--- config.mk ---
export PLATFORM = sky130hd
export DESIGN_NAME = measurement_result_registers
export DESIGN_NICKNAME = d
export VERILOG_FILES = /design/src/include/result_regs_pkg.sv /design/src/core/result_read_port.sv /design/src/core/measurement_result_registers.sv
export SDC_FILE = /design/constraint.sdc
export NUM_CORES = 1
export LEC_CHECK = 0
export ABC_AREA = 1
export BUFFER_PORTS_ARGS = -buffer_cell sky130_fd_sc_hd__buf_2
export CAP_MARGIN = 20
export CELL_PAD_IN_SITES_DETAIL_PLACEMENT = 1
export CELL_PAD_IN_SITES_GLOBAL_PLACEMENT = 2
export CORE_MARGIN = 4
export CORE_UTILIZATION = 31
export CTS_CLUSTER_SIZE = 25
export DETAILED_ROUTE_END_ITERATION = 6
export PLACE_DENSITY = 0.83
export SYNTH_ARGS = -nofsm -noshare
export SYNTH_HDL_FRONTEND = slang
export SYNTH_SLANG_ARGS = --single-unit
export TNS_END_PERCENT = 1
--- constraint.sdc ---
create_clock -name i_clock -period 1.5 [get_ports i_clock]
set_input_delay 0.3 -clock i_clock [delete_from_list [all_inputs] [get_ports i_clock]]
set_output_delay 0.3 -clock i_clock [all_outputs]
set_load 0.005 [all_outputs]
--- src/include/result_regs_pkg.sv ---
// result register package: offsets, reset values, carriers, decode helpers
// assumes a 16-bit register address space as seen by the serial register port

package result_regs_pkg;

   // ==========================================================================
   // register offsets, as printed
   localparam logic [15:0] ADDR_DIE_TEMPERATURE = 16'h0110; // temperature code
   localparam logic [15:0] ADDR_CELL1_Z_FIELD   = 16'h0111; // cell 1, z field
   localparam logic [15:0] ADDR_CELL0_Z_FIELD   = 16'h0112; // cell 0, z field
   localparam logic [15:0] ADDR_CELL1_X_FIELD   = 16'h0113; // cell 1, x field
   localparam logic [15:0] ADDR_CELL0_X_FIELD   = 16'h0114; // cell 0, x field
   localparam int          RESULT_COUNT         = 5;        // words in the block

   // ==========================================================================
   // field layout and reset values
   localparam int          WORD_WIDTH      = 16;     // every result is 16 bits
   localparam int          TEMPERATURE_MSB = 15;     // temperature_msb position
   localparam int          TEMPERATURE_LSB = 0;      // temperature_lsb position
   localparam logic [15:0] RESULT_RESET    = 16'h0000; // no measurement yet
   localparam logic [15:0] READ_IDLE       = 16'h0000; // unmapped address reads
   localparam logic        DONE_RESET      = 1'b0;   // calculating after reset
   // celsius = code / TEMP_DIVISOR + TEMP_OFFSET_C, code taken as unsigned
   localparam int          TEMP_DIVISOR    = 200;
   localparam int          TEMP_OFFSET_C   = 25;

   typedef logic [WORD_WIDTH-1:0] word_t;

   // ==========================================================================
   // carriers
   typedef struct packed {
      word_t die_temperature_reading; // raw temperature code
      word_t cell1_z_field;           // z field of cell 1
      word_t cell0_z_field;           // z field of cell 0
      word_t cell1_x_field;           // x field of cell 1
      word_t cell0_x_field;           // x field of cell 0
   } result_set_s;

   // one-hot measurement phase
   typedef enum logic [1:0] {
      PHASE_CALC = 2'b01,             // calculation in progress
      PHASE_DONE = 2'b10              // fresh results stored
   } phase_e;

   // ==========================================================================
   // one-hot select of a result word, zero when the address is unmapped
   function automatic logic [RESULT_COUNT-1:0] result_select(input logic [15:0] addr);
      logic [RESULT_COUNT-1:0] sel;
      sel = '0;
      if (addr == ADDR_DIE_TEMPERATURE) sel[0] = 1'b1;
      if (addr == ADDR_CELL1_Z_FIELD)   sel[1] = 1'b1;
      if (addr == ADDR_CELL0_Z_FIELD)   sel[2] = 1'b1;
      if (addr == ADDR_CELL1_X_FIELD)   sel[3] = 1'b1;
      if (addr == ADDR_CELL0_X_FIELD)   sel[4] = 1'b1;
      return sel;
   endfunction

   // result word by select index, in address order
   function automatic word_t result_word(input result_set_s r, input int idx);
      word_t w;
      w = READ_IDLE;
      case (idx)
         0:       w = r.die_temperature_reading;
         1:       w = r.cell1_z_field;
         2:       w = r.cell0_z_field;
         3:       w = r.cell1_x_field;
         4:       w = r.cell0_x_field;
         default: w = READ_IDLE;
      endcase
      return w;
   endfunction

endpackage

--- src/core/result_read_port.sv ---
// read side of the result registers: address decode and registered read data
// assumes strobe and address come from the serial register port, same clock

`timescale 1ns/1ns

module result_read_port
   import result_regs_pkg::*;
(
   input  wire logic        i_clock,     // measurement clock
   input  wire logic        i_rst_b,     // async reset, active low
   input  wire logic        i_rd_strobe, // one-cycle read request
   input  wire logic [15:0] i_addr,      // register address
   input  wire result_set_s i_results,   // held result words
   output logic [15:0]      o_rd_data,   // read data, registered
   output logic             o_rd_valid,  // read answer pulse
   output logic             o_rd_hit     // address belonged to this block
);

   // ==========================================================================
   // state
   typedef struct packed {
      word_t rd_data;  // captured word
      logic  rd_valid; // answer marker
      logic  rd_hit;   // mapped address marker
   } read_state_s;

   read_state_s state_reg;  // registered state
   read_state_s state_next; // next state

   // decode and mux; unmapped addresses read as zero
   always_comb begin
      logic [RESULT_COUNT-1:0] sel;
      sel                 = result_select(i_addr);
      state_next          = state_reg;
      state_next.rd_valid = i_rd_strobe;
      if (i_rd_strobe) begin
         // reading only samples, it never touches the stored words
         state_next.rd_data = READ_IDLE;
         state_next.rd_hit  = |sel;
         for (int i = 0; i < RESULT_COUNT; i++) begin
            if (sel[i]) begin
               state_next.rd_data = result_word(i_results, i);
            end
         end
      end
   end

   // register the copy
   always_ff @(posedge i_clock or negedge i_rst_b) begin
      if (!i_rst_b) begin
         state_reg <= '{rd_data: READ_IDLE, rd_valid: 1'b0, rd_hit: 1'b0};
      end else begin
         state_reg <= state_next;
      end
   end

   assign o_rd_data  = state_reg.rd_data;
   assign o_rd_valid = state_reg.rd_valid;
   assign o_rd_hit   = state_reg.rd_hit;
endmodule

--- src/core/measurement_result_registers.sv ---
// measurement result registers: temperature and four hall field words
// assumes the measurement sequencer and the register port share i_clock
// assumes loads and starts arrive from the sequencer as one-cycle pulses

`timescale 1ns/1ns

module measurement_result_registers
   import result_regs_pkg::*;
(
   input  wire logic        i_clock,      // measurement clock, 100 MHz
   input  wire logic        i_rst_b,      // async reset, active low
   input  wire logic        i_calc_start, // pulse: new calculation begins
   input  wire logic        i_meas_load,  // pulse: cycle complete, results valid
   input  wire result_set_s i_meas,       // results from the sequencer
   input  wire logic        i_rd_strobe,  // pulse: host register read
   input  wire logic        i_wr_strobe,  // pulse: host register write
   input  wire logic [15:0] i_addr,       // register address
   input  wire logic [15:0] i_wr_data,    // write data, never stored here
   output logic             o_meas_done,  // measurement-done status flag
   output logic [15:0]      o_rd_data,    // read data, registered
   output logic             o_rd_valid,   // read answer pulse
   output logic             o_rd_hit,     // read address was a result word
   output logic             o_wr_refused  // write to a result word was dropped
);

   // ==========================================================================
   // state
   typedef struct packed {
      phase_e      phase;      // calc or done
      result_set_s results;    // held result words
      logic        wr_refused; // dropped write marker
   } core_state_s;

   core_state_s state_reg;  // registered state
   core_state_s state_next; // next state

   // write data is deliberately unused; the words are read-only
   logic [15:0] wr_data_unused;
   assign wr_data_unused = i_wr_data;

   // ==========================================================================
   // next state
   always_comb begin
      // default: every word and the phase hold until an event moves them
      state_next = state_reg;
      // a write aimed at a result word is swallowed, only flagged
      state_next.wr_refused = i_wr_strobe && (|result_select(i_addr));

      // phase steps: calc until a load, done until a start without a load
      unique case (state_reg.phase)
         PHASE_CALC: begin
            // flag reads zero while calculating
            if (i_meas_load) begin
               state_next.phase = PHASE_DONE;
            end
         end
         PHASE_DONE: begin
            // a load in the same cycle as a new start wins, so no result is lost
            if (i_calc_start && !i_meas_load) begin
               state_next.phase = PHASE_CALC;
            end
         end
      endcase

      // whole set loads at once so a host never sees a mixed cycle
      if (i_meas_load) begin
         state_next.results.die_temperature_reading =
            i_meas.die_temperature_reading;
         state_next.results.cell1_z_field = i_meas.cell1_z_field;
         state_next.results.cell0_z_field = i_meas.cell0_z_field;
         state_next.results.cell1_x_field = i_meas.cell1_x_field;
         state_next.results.cell0_x_field = i_meas.cell0_x_field;
      end
   end

   // ==========================================================================
   // register the copy; results start at zero until the first cycle ends
   // no clock enable: the copy is taken on every edge, so a word that must
   // hold is simply carried forward by the next-state block
   always_ff @(posedge i_clock or negedge i_rst_b) begin
      if (!i_rst_b) begin
         state_reg.phase      <= PHASE_CALC;
         state_reg.results    <= {RESULT_COUNT{RESULT_RESET}};
         state_reg.wr_refused <= 1'b0;
      end else begin
         state_reg <= state_next;
      end
   end

   assign o_meas_done  = (state_reg.phase == PHASE_DONE);
   assign o_wr_refused = state_reg.wr_refused;

   // ==========================================================================
   // read port
   // the port reads the registered set only, so a read in the load cycle
   // returns the previous word and never a half-updated mix
   result_read_port u_read_port (
      .i_clock     (i_clock),
      .i_rst_b     (i_rst_b),
      .i_rd_strobe (i_rd_strobe),
      .i_addr      (i_addr),
      .i_results   (state_reg.results),
      .o_rd_data   (o_rd_data),
      .o_rd_valid  (o_rd_valid),
      .o_rd_hit    (o_rd_hit)
   );
endmodule

# Word level (Yosys, flattened, before mapping)
# Cells that the tools add are included.
[word_totals]
ff_bits = 101
inputBits = 118
wordCells = 37
[classes]
eq_ne = 9
muxes = 13
reduce_logical = 5
[ops]
columns = ["operator", "count"]
rows = [
  ["equality test 16 x 9 -> 1 bit, second input constant", 5],
  ["2-to-1 mux 16 bit", 5],
  ["2-to-1 mux 1 bit", 5],
  ["OR reduction 5 bit", 1],
  ["2-to-1 mux 2 bit", 2],
  ["case mux 2 bit (2 select lines)", 1],
  ["equality test 2 x 1 -> 1 bit, second input constant", 1],
  ["equality test 2 bit, second input constant", 1],
  ["logical AND 1 bit", 2],
  ["inequality test 2 x 1 -> 1 bit, second input constant", 1],
  ["inequality test 2 bit, second input constant", 1],
  ["AND reduction 2 bit", 1],
  ["logical NOT 1 bit", 1],
]

# Depth between registers and ports, before layout
# Gate-level depths: netlist of the first run.
[depth]
ltp_word = 7
mapped_depth = 12

# Modules after synthesis
# A second synthesis of the first run with hierarchy kept.
[unflattened]
hier_cells = 642
area_unflattened_um2 = 4804.6
[by_module_without_submodules]
columns = ["module", "instances", "cells_each", "area_each_um2"]
rows = [
  ["measurement_result_registers", 1, 367, 3205.6],
  ["result_read_port", 1, 275, 1599.0],
]

# Least setup slack after synthesis of the first run
# OpenSTA, ideal clock, no wires.
[synth_path]
path_kind = "in2reg"
startpoint = "in i_addr[7]"
endpoint = "reg u_read_port.state_reg, in the netlist u_read_port.o_rd_data[10]"
setup_time_ps = 116
arrival_ps = 1246
required_time_ps = 1384
slack_ps = 138
stages = 9
path_buffers = 1
cell_sequence = "nor2_1 nand2_4 nor2_4 nand2_4 buf_6 o21ai_1 inv_1 nand2_1 nand2_1"
[synth_via]
elab_chain_cells = 7
word_cells_on_any_way = 15
classes_between = "eq/ne: 5; mux: 10"
[synth_lines]
columns = ["item", "line", "text"]
rows = [
  ["start, declared", "measurement_result_registers.sv:17", "input wire logic [15:0] i_addr,"],
  ["equality test 16 x 9 -> 1 bit", "result_regs_pkg.sv:50", "if (addr == ADDR_DIE_TEMPERATURE) sel[0] = 1'b1;"],
  ["2-to-1 mux 1 bit", "result_regs_pkg.sv:50", ""],
  ["2-to-1 mux 16 bit (4 in series)", "result_read_port.sv:41", "if (sel[i]) begin"],
  ["2-to-1 mux 16 bit (*)", "result_read_port.sv:41", ""],
  ["end signal, assigned", "result_read_port.sv:51", "state_reg <= '{rd_data: READ_IDLE, rd_valid: 1'b0, rd_hit: 1'b0};"],
  ["end signal, assigned", "result_read_port.sv:53", "state_reg <= state_next;"],
  ["end, declared", "result_read_port.sv:27", "read_state_s state_reg;"],
]
# Mark *: on every way between the ends. The rest lies on a longest branch, timed or not.
# A chain may end at the register's enable or synchronous reset.

# Worst setup path in the final report of the first run
[layout_path]
startpoint = "in i_addr[15]"
endpoint = "reg u_read_port.state_reg, in the netlist u_read_port.o_rd_data[12]"
# Same word-level chain as after synthesis.

==> results of run 1 <==
-- worst max path at each step --
stage	start	to	slack, ns	cells past startpoint
2_1_floorplan	i_addr[7]	u_read_port.o_rd_data[10]$_DFFE_PN0P_	0.14	9
3_3_place_gp	i_addr[7]	u_read_port.o_rd_data[12]$_DFFE_PN0P_	-0.14	10
3_5_place_dp	i_addr[15]	u_read_port.o_rd_data[12]$_DFFE_PN0P_	-0.21	11
4_1_cts	i_addr[15]	u_read_port.o_rd_data[12]$_DFFE_PN0P_	0.13	11
5_1_grt	i_addr[15]	u_read_port.o_rd_data[12]$_DFFE_PN0P_	0.005	11
6_report	i_addr[15]	u_read_port.o_rd_data[12]$_DFFE_PN0P_	0.15	11
-- worst register-to-register path: stages (launching register included) --
cell and delay [ns]:
sky130_fd_sc_hd__dfrtp_1 0.39, sky130_fd_sc_hd__nand3_1 0.08, sky130_fd_sc_hd__nand2_1 0.08, sky130_fd_sc_hd__nand3b_1 0.19, sky130_fd_sc_hd__nand2_1 0.08, sky130_fd_sc_hd__nand2_1 0.05
-- per-layer routing --
metal	vias to the layer above	track usage [%]	part of all wire, %
met2	91	28.5	49
met1	2101	21.6	45
met3	17	2.62	4.1
met4	0	6.24	1.9
met5	-	0	0
li1	2185	-	-
-- logic make-up after synthesis --
| logic type | count (synthesis) |
|---|---|
| AO/OA/AOI/OAI | 62 |
| flip-flops | 101 |
| buffers and inverters | 81 |
| AND/OR/NAND/NOR | 376 |
-- cells in the final DEF (no fill, tap or decap), types with 2 or more instances in the layout --
| cell type | count |
|---|---|
| sky130_fd_sc_hd__nand2_4 | 2 |
| sky130_fd_sc_hd__buf_4 | 18 |
| sky130_fd_sc_hd__nand2_2 | 3 |
| sky130_fd_sc_hd__o211ai_1 | 11 |
| sky130_fd_sc_hd__nand2_1 | 292 |
| sky130_fd_sc_hd__inv_1 | 42 |
| sky130_fd_sc_hd__nand3b_1 | 4 |
| sky130_fd_sc_hd__dfrtp_1 | 100 |
| sky130_fd_sc_hd__clkbuf_1 | 3 |
| sky130_fd_sc_hd__a21oi_1 | 16 |
| sky130_fd_sc_hd__buf_12 | 8 |
| sky130_fd_sc_hd__buf_2 | 120 |
| sky130_fd_sc_hd__o21ai_1 | 10 |
| sky130_fd_sc_hd__inv_2 | 4 |
| sky130_fd_sc_hd__o21ai_0 | 23 |
| sky130_fd_sc_hd__clkbuf_8 | 2 |
| sky130_fd_sc_hd__nor2_1 | 8 |
| sky130_fd_sc_hd__clkbuf_16 | 9 |
| sky130_fd_sc_hd__nand4_1 | 4 |
| sky130_fd_sc_hd__nor2_4 | 7 |
| sky130_fd_sc_hd__nand3_1 | 52 |
-- report_power, final --
part	internal [mW]	switching [mW]	leakage, nW	total, mW
logic	0.242	0.375	2.04	0.617
registers	2.92	0.0950	1.26	3.02
clock network	1.38	0.962	0.143	2.34
total	4.54	1.43	3.44	5.97
-- repair_timing --
item / CTS / global route
gates resized for setup: 0 / 0
hold endpoints to repair: 22 / 0
setup buffers: 0 / 1
hold buffers: 1 / 0
setup endpoints to repair: 0 / 1
-- area by class of cell --
type	count	area (um2)	share of cell area, %
Sequential cell	101	2530	41.4
Clock buffer	14	264	4.32
Multi-Input combinational cell	438	1950	31.9
Clock inverter	1	30.0	0.491
Inverter	46	173	2.82
Timing Repair Buffer	147	906	14.8
Tap cell	211	264	4.32
-- per-stage QoR --
step	cell area (um2)	hold WS (ns)	setup WS, ns	cells
after global routing	6110	0.161	0.00480	958
after global placement	5790	0.248	-0.140	941
after CTS	6090	0.141	0.127	957
after floorplan	4850	0.00441	0.138	620
after detailed placement	5790	0.249	-0.213	941
final	6110	0.152	0.150	958
==> run summary, run 1 <==
A synthesized cell averages 7.82 um2. STA classifies the critical path startpoint as an input port. The share of the cycle needed by the critical path after routing was 90.0%; the count of clock tree sinks was 101. The number of buffer cells added on primary ports is 121, and the total number of nets in the final design is 861.

The fraction of synthesized cell area in xor and xnor cells works out to 0%. The root buffer cell chosen for the clock tree is sky130_fd_sc_hd__clkbuf_16. The logs give 45 for the cell row count and 0 ns for the total negative setup slack. Summed over all layers, the global routing overflow is 0. After legalization and detailed placement, the total HPWL measured 10.7 mm. Vias after detailed routing: 4,394. The netlist uses 27 different library cells. IR analysis of the VDD net gives a maximum drop of 0.566 mV.

Traced cell by cell, the critical path runs through buf_2 > nor2_1 > nand2_1 > nor2_4 > buf_12 > nand2_4 > inv_2 > a21oi_1 > nand2_1 > nand2_1 > nand2_1. In the synthesized netlist the async set-or-reset flop fraction comes to 100%. In this run the worst hold path is classified as input port to flip-flop.

Derived from the worst setup path, the maximum achievable clock frequency is 741 MHz. The post-synth net total is 738, and the data required time at the worst endpoint is 1.79 ns. For the final-report max-slew violation count, the log shows 0. The tool flagged a number of max-cap violations equal to 0.

Setup repair after global routing left no endpoint under its margin. Along the worst path, the maximum fanout reaches 21. The logs give 0 for the Yosys warning count and 620 for the post-synthesis cell count. The mapped netlist covers 4850 um2.

Entering global routing, the biggest net connects 49 pins. Summing the areas of all compound-gate instances in the mapped netlist gives 7.10% of the synthesized area. The final weighted congestion of routability-driven global placement is 0.775, and the number of flip-flops under the largest register name is 82.

The commonest cells after synthesis are sky130_fd_sc_hd__nand2_1, sky130_fd_sc_hd__dfrtp_1, sky130_fd_sc_hd__nand3_1. The end of the worst hold path is state_reg[5]$_DFFE_PN0P_. The repair_antennas step left the layout with diodes totalling 0. The first global-routing pass estimated 23.6 mm of wire.

From synthesis to final layout, the design area changed by 26.2%. The worst hold path was traced through 3 stages. The number of buffers and inverters on the critical path works out to 3. The category of the worst setup path capture point is a flip-flop.

For this run, design rule violations remaining after detail routing come to 0. Dividing the detail-routed wire length by the instance count gives 14.8 um. The worst pin sits at a relative slew slack of 75.2%.

Sequential share of the synthesized area: 52.2%. The category of cells accounting for the largest share of critical-path delay was simple AND/OR/NAND/NOR gates. The critical path's largest stage delay came out at 0.23 ns.

The dominant synthesized flop cell is sky130_fd_sc_hd__dfrtp_1. Of the cells placed in the final design, the portion with a size suffix greater than 1 is 23.8%. The top cell type by area accounts for 51.6% of the synthesized area. The logs give 31.8% for the starting density of the core and 1.64 ns for the arrival time at the worst endpoint.

The slowest library cell on the worst path was sky130_fd_sc_hd__inv_2. Synthesis inferred 101 register bits. The final-report setup violation count was 0; the maximum clock insertion buffer count was 2.

sky130_fd_sc_hd__dfrtp_1 takes more of the synthesized area than any other cell. The final count of hold timing violations came out at 0. In this run the static leakage power is 3.44 nW.

For this design the ratio of total power to cell area is 977 nW/um2. Dividing the detail-routed via count by the number of cells gives 4.59. For the residual antenna-violating net count after detailed routing, the log shows 0. Sorting the synthesized cells by area gives the leading types as sky130_fd_sc_hd__dfrtp_1, sky130_fd_sc_hd__nand2_1, sky130_fd_sc_hd__nand3_1. Depth of the CTS H-tree: 3. After synthesis, the largest family of logic cells by area is simple AND/OR/NAND/NOR gates. The number of design-rule violations left by the first detailed-router iteration is 250, and the clock-pin slew reported for the worst setup and hold paths after clock tree synthesis is 0.06 ns. Measured along the y axis, the die boundary spans 133 um. Capture instance of the worst register-to-register path: u_read_port.o_rd_data[11]$_DFFE_PN0P_. For the number of global-route vias before repair, the log shows 4,690. The pin slew with the least headroom to its limit came out at 0.372 ns.

Before antenna repair, the detailed router went through 4 iterations. Clock skew on the completed layout was measured at 0.00567 ns. In the post-synthesis netlist, the cell with the most instances is sky130_fd_sc_hd__nand2_1. Counting flops with a built-in enable in the synthesized netlist gives 0. The slack of the worst reg-to-reg path is 0.51 ns, and the total I/O pin count is 138. For the total power draw, the log shows 5.97 mW. The kind of critical path is input port to flip-flop. Initial antenna violation count: 0. The flow ran to the end, and the final reports show no timing, DRC or antenna violations. The multiplexer share of the synthesized area works out to 0%. TritonCTS built the clock tree. The tools report the source of the worst hold timing path as i_meas[4]. The area inside the core boundary came out at 15,300 um2. For the global-route usage over all layers, the log shows 16.8%.

For this block, the routed nets add up to 14.1 mm of wire. Subtracting the final worst setup slack from the clock period gives 1.35 ns. The floorplan step defined a die boundary enclosing 17,700 um2. After Yosys synthesis, full adders, half adders and majority gates account for 0% of the synthesized area. The die is 133 um wide.

The logs give 9 for the total clock buffers created by CTS and 0.35 ns for the clock network latency to the later pin of the worst-skew pair. After Yosys synthesis, and, or, nand and nor cells account for 33.1% of the synthesized area. The most numerous cell type found on the critical path is sky130_fd_sc_hd__nand2_1. For this run, the share of the core covered by cells in the final layout is 40.1%. The worst reg-to-reg path cell count is 5. Counting the fill cells in the layout gives 1,903.

The startpoint identified for the worst register-to-register timing path is state_reg[76]$_DFFE_PN0P_.
No activity file was read; power rests on OpenSTA's default activity.
==> inputs of run 2 (changes only) <==
--- a/config.mk
+++ b/config.mk
@@ -15,6 +15,7 @@
 export CTS_CLUSTER_SIZE = 25
 export DETAILED_ROUTE_END_ITERATION = 6
 export PLACE_DENSITY = 0.83
+export RECOVER_POWER = 50
 export SYNTH_ARGS = -nofsm -noshare
 export SYNTH_HDL_FRONTEND = slang
 export SYNTH_SLANG_ARGS = --single-unit
==> run 2 against run 1 <==
  * Worst hold slack hardly changed
  * First-iteration DRC count is 0.40% higher
  * Worst setup slack hardly changed
  * Clock skew hardly changed
  * Sequential share of layout area is 0.25 points higher
  * Maximum frequency hardly changed
  * Non-clock buffer count stayed put
==> run summary, run 2 (synthesized netlist as in run 1, its figures left out) <==
The flow ran to the end, and the final reports show no timing, DRC or antenna violations. The post-route netlist has 23.4% of its cells at a drive strength greater than 1. Leaving out fill and tap cells, the most frequent cells in the layout are sky130_fd_sc_hd__nand2_1, sky130_fd_sc_hd__buf_2, sky130_fd_sc_hd__dfrtp_1. The design draws 5.97 mW. The number of standard cells in the layout, taps in and fillers out came out at 958. Once layout is complete, the utilization of the core stands at 39.8%.

Setup violations remaining at the end of the flow were counted as 0. TritonCTS built the clock tree. Area of the die: 17,700 um2.

For the initial antenna violation count, the log shows 0. In this run the static leakage power is 3.42 nW. The global-route usage over all layers was 16.8%; the detailed-route DRC error count was 0. In the final routed layout, each cell accounts on average for 14.8 um.

The region available for standard cell placement spans 15,300 um2. Worst hold path class: input port to flip-flop. The pin slew with the least headroom to its limit works out to 0.729 ns.

Traced cell by cell, the critical path runs through nor2_1 > buf_2. The slowest library cell on the worst path was sky130_fd_sc_hd__dfstp_2. The tools report the end of the worst hold path as state_reg[5]$_DFFE_PN0P_. met2 is the most crowded layer.

The category of the worst setup path capture point was an output pin. Entering global routing, the biggest net connects 49 pins. Power spread over the standard cell area amounts to 982 nW/um2. The final layout contains routed wiring with a total length of 14.2 mm. The final-report max-slew violation count is 0, and the worst hold slack is 0.151 ns. For met3 alone, demand over resource in global routing was 2.62%.

Clock latency on the worst-skew pair, taken at its later pin, is 0.35 ns. The first TritonRoute pass finished after 4 iterations. For the peak clock frequency supported by timing, the log shows 741 MHz. Global routing consumed, on the met1 layer, 21.6% of the routing resources. Setup repair after global routing left no endpoint under its margin. After detailed routing, the number of vias per cell comes to 4.61. The number of global-route vias before repair was 4,690. Counting instances, the worst hold path has a depth of 3. Relative to the synthesized area, the layout overhead comes to 25.4%. The data required time at the worst endpoint was 1.20 ns; the post-route clock skew was 0.00613 ns.

At the end of routability-driven placement, the weighted congestion stood at 0.775. For the cell count after placement, the log shows 941. The worst reg-to-reg path cell count is 5, and the total half-perimeter wirelength after legalization and detailed placement is 10.7 mm.

TritonCTS created 9 clock buffers. The most common library cell in the layout ignoring fill and taps was sky130_fd_sc_hd__nand2_1. The arrival time at the worst endpoint was 1.05 ns; the reported max-cap violation count was 0. For flop-to-flop paths, the worst setup slack is 0.53 ns. The smallest clock period supported by the final layout is computed as 1.35 ns. After the first detailed-routing iteration, the DRC count stood at 251. The tools report the source of the worst hold timing path as i_meas[4]. The final layout contains 861 nets.

Along the worst path, the maximum fanout reaches 2. The logs give 3 for the depth of the CTS H-tree and 28.5% for the global routing usage on met2. The repair_antennas step left the layout with diodes totalling 0. In the final timing run, aggregate negative setup slack is 0 ns. The detail route stage leaves a number of antenna-violating nets equal to 0. The worst pin sits at a relative slew slack of 51.4%. The die is 133 um wide.

The logs give 0.567 mV for the peak supply drop and 101 for the count of clock tree sinks. The worst setup path is of the flip-flop to output pin kind. The tools report the cell row count as 45.

In the finished design, the share of the clock period the worst path needs comes to 90.0%. The initial utilization of the core area, before any placement, comes to 31.8%. The clock-pin slew reported for the worst setup and hold paths after clock tree synthesis works out to 0.06 ns. In this run the clock root is driven by a sky130_fd_sc_hd__clkbuf_16.

The die boundary height works out to 133 um. The capture instance of the worst register-to-register path is u_read_port.o_rd_data[11]$_DFFE_PN0P_. The overflow left after global routing was 0. The first-pass GRT wire length was 23.6 mm; the maximum clock insertion buffer count was 2.

Port buffering added 121 buffers. In this run the count of I/O pins placed on the die edge is 138. The register with the most flip-flops in the layout has 82 of them. For this block, the via count after detailed routing is 4,418. The post-cts repair resize count is 0. The final count of hold timing violations is 0.

The startpoint identified for the worst register-to-register timing path is state_reg[76]$_DFFE_PN0P_. The critical path's largest stage delay works out to 0.53 ns. Sort of element at the start of the critical path: a flip-flop.
run 2: changes by cell type in the layout (fill, tap and decap cells not counted):
cell / change
sky130_fd_sc_hd__buf_12: -2
sky130_fd_sc_hd__buf_6: +1
sky130_fd_sc_hd__inv_2: -1
sky130_fd_sc_hd__buf_4: -4
sky130_fd_sc_hd__clkbuf_1: +2
sky130_fd_sc_hd__buf_2: -2
sky130_fd_sc_hd__clkbuf_2: +5
sky130_fd_sc_hd__inv_1: +1
run 2: critical path, delay by kind of cell (launching register included):
family,cells,cell delay (ns)
DFF,1,0.53
buffers and inverters,1,0.12
and+or+nand+nor,1,0.05
run 2: metrics by stage:
stage	setup WS [ns]	instance area, um2
2_1_floorplan	0.138	4850
3_3_place_gp	-0.140	5790
3_5_place_dp	-0.213	5790
4_1_cts	0.127	6090
5_1_grt	0.00480	6080
6_report	0.150	6080
run 2: final cells by class:
type / instances / area [um2]
tap: 211 / 264
timing repair buffer: 147 / 870
sequential: 101 / 2530
multi-input combinational: 438 / 1950
clock inverter: 1 / 30.0
inverter: 46 / 173
clock buffer: 14 / 264
fill: 1905 / 9180
run 2: routing by layer:
metal  part of all wire (%)  up-vias
met1                     45     2125
met3                    4.3       17
li1                       -     2182
met5                      0        -
met4                    1.9        0
met2                     49       94
run 2: worst max-delay path by stage:
stage	start	to	slack, ns
finish	state_reg[81]$_DFFE_PN1P_	o_meas_done	0.15
global route	i_addr[15]	u_read_port.o_rd_data[12]$_DFFE_PN0P_	0.005
CTS	i_addr[15]	u_read_port.o_rd_data[12]$_DFFE_PN0P_	0.13
detailed placement	i_addr[15]	u_read_port.o_rd_data[12]$_DFFE_PN0P_	-0.21
global placement	i_addr[7]	u_read_port.o_rd_data[12]$_DFFE_PN0P_	-0.14
floorplan	i_addr[7]	u_read_port.o_rd_data[10]$_DFFE_PN0P_	0.14
run 2: where the power goes:
group	switching, mW	leakage (nW)	internal (mW)	total (mW)
Sequential	0.0952	1.26	2.92	3.02
Clock	0.968	0.143	1.38	2.35
Combinational	0.375	2.02	0.232	0.607
Total	1.44	3.42	4.53	5.97
run 2: timing repair:
item / 4_1_cts / 5_1_grt
hold endpoints to repair: 22 / 0
endpoints found under the setup margin: 0 / 1
hold buffers: 1 / 0
setup buffers: 0 / 1
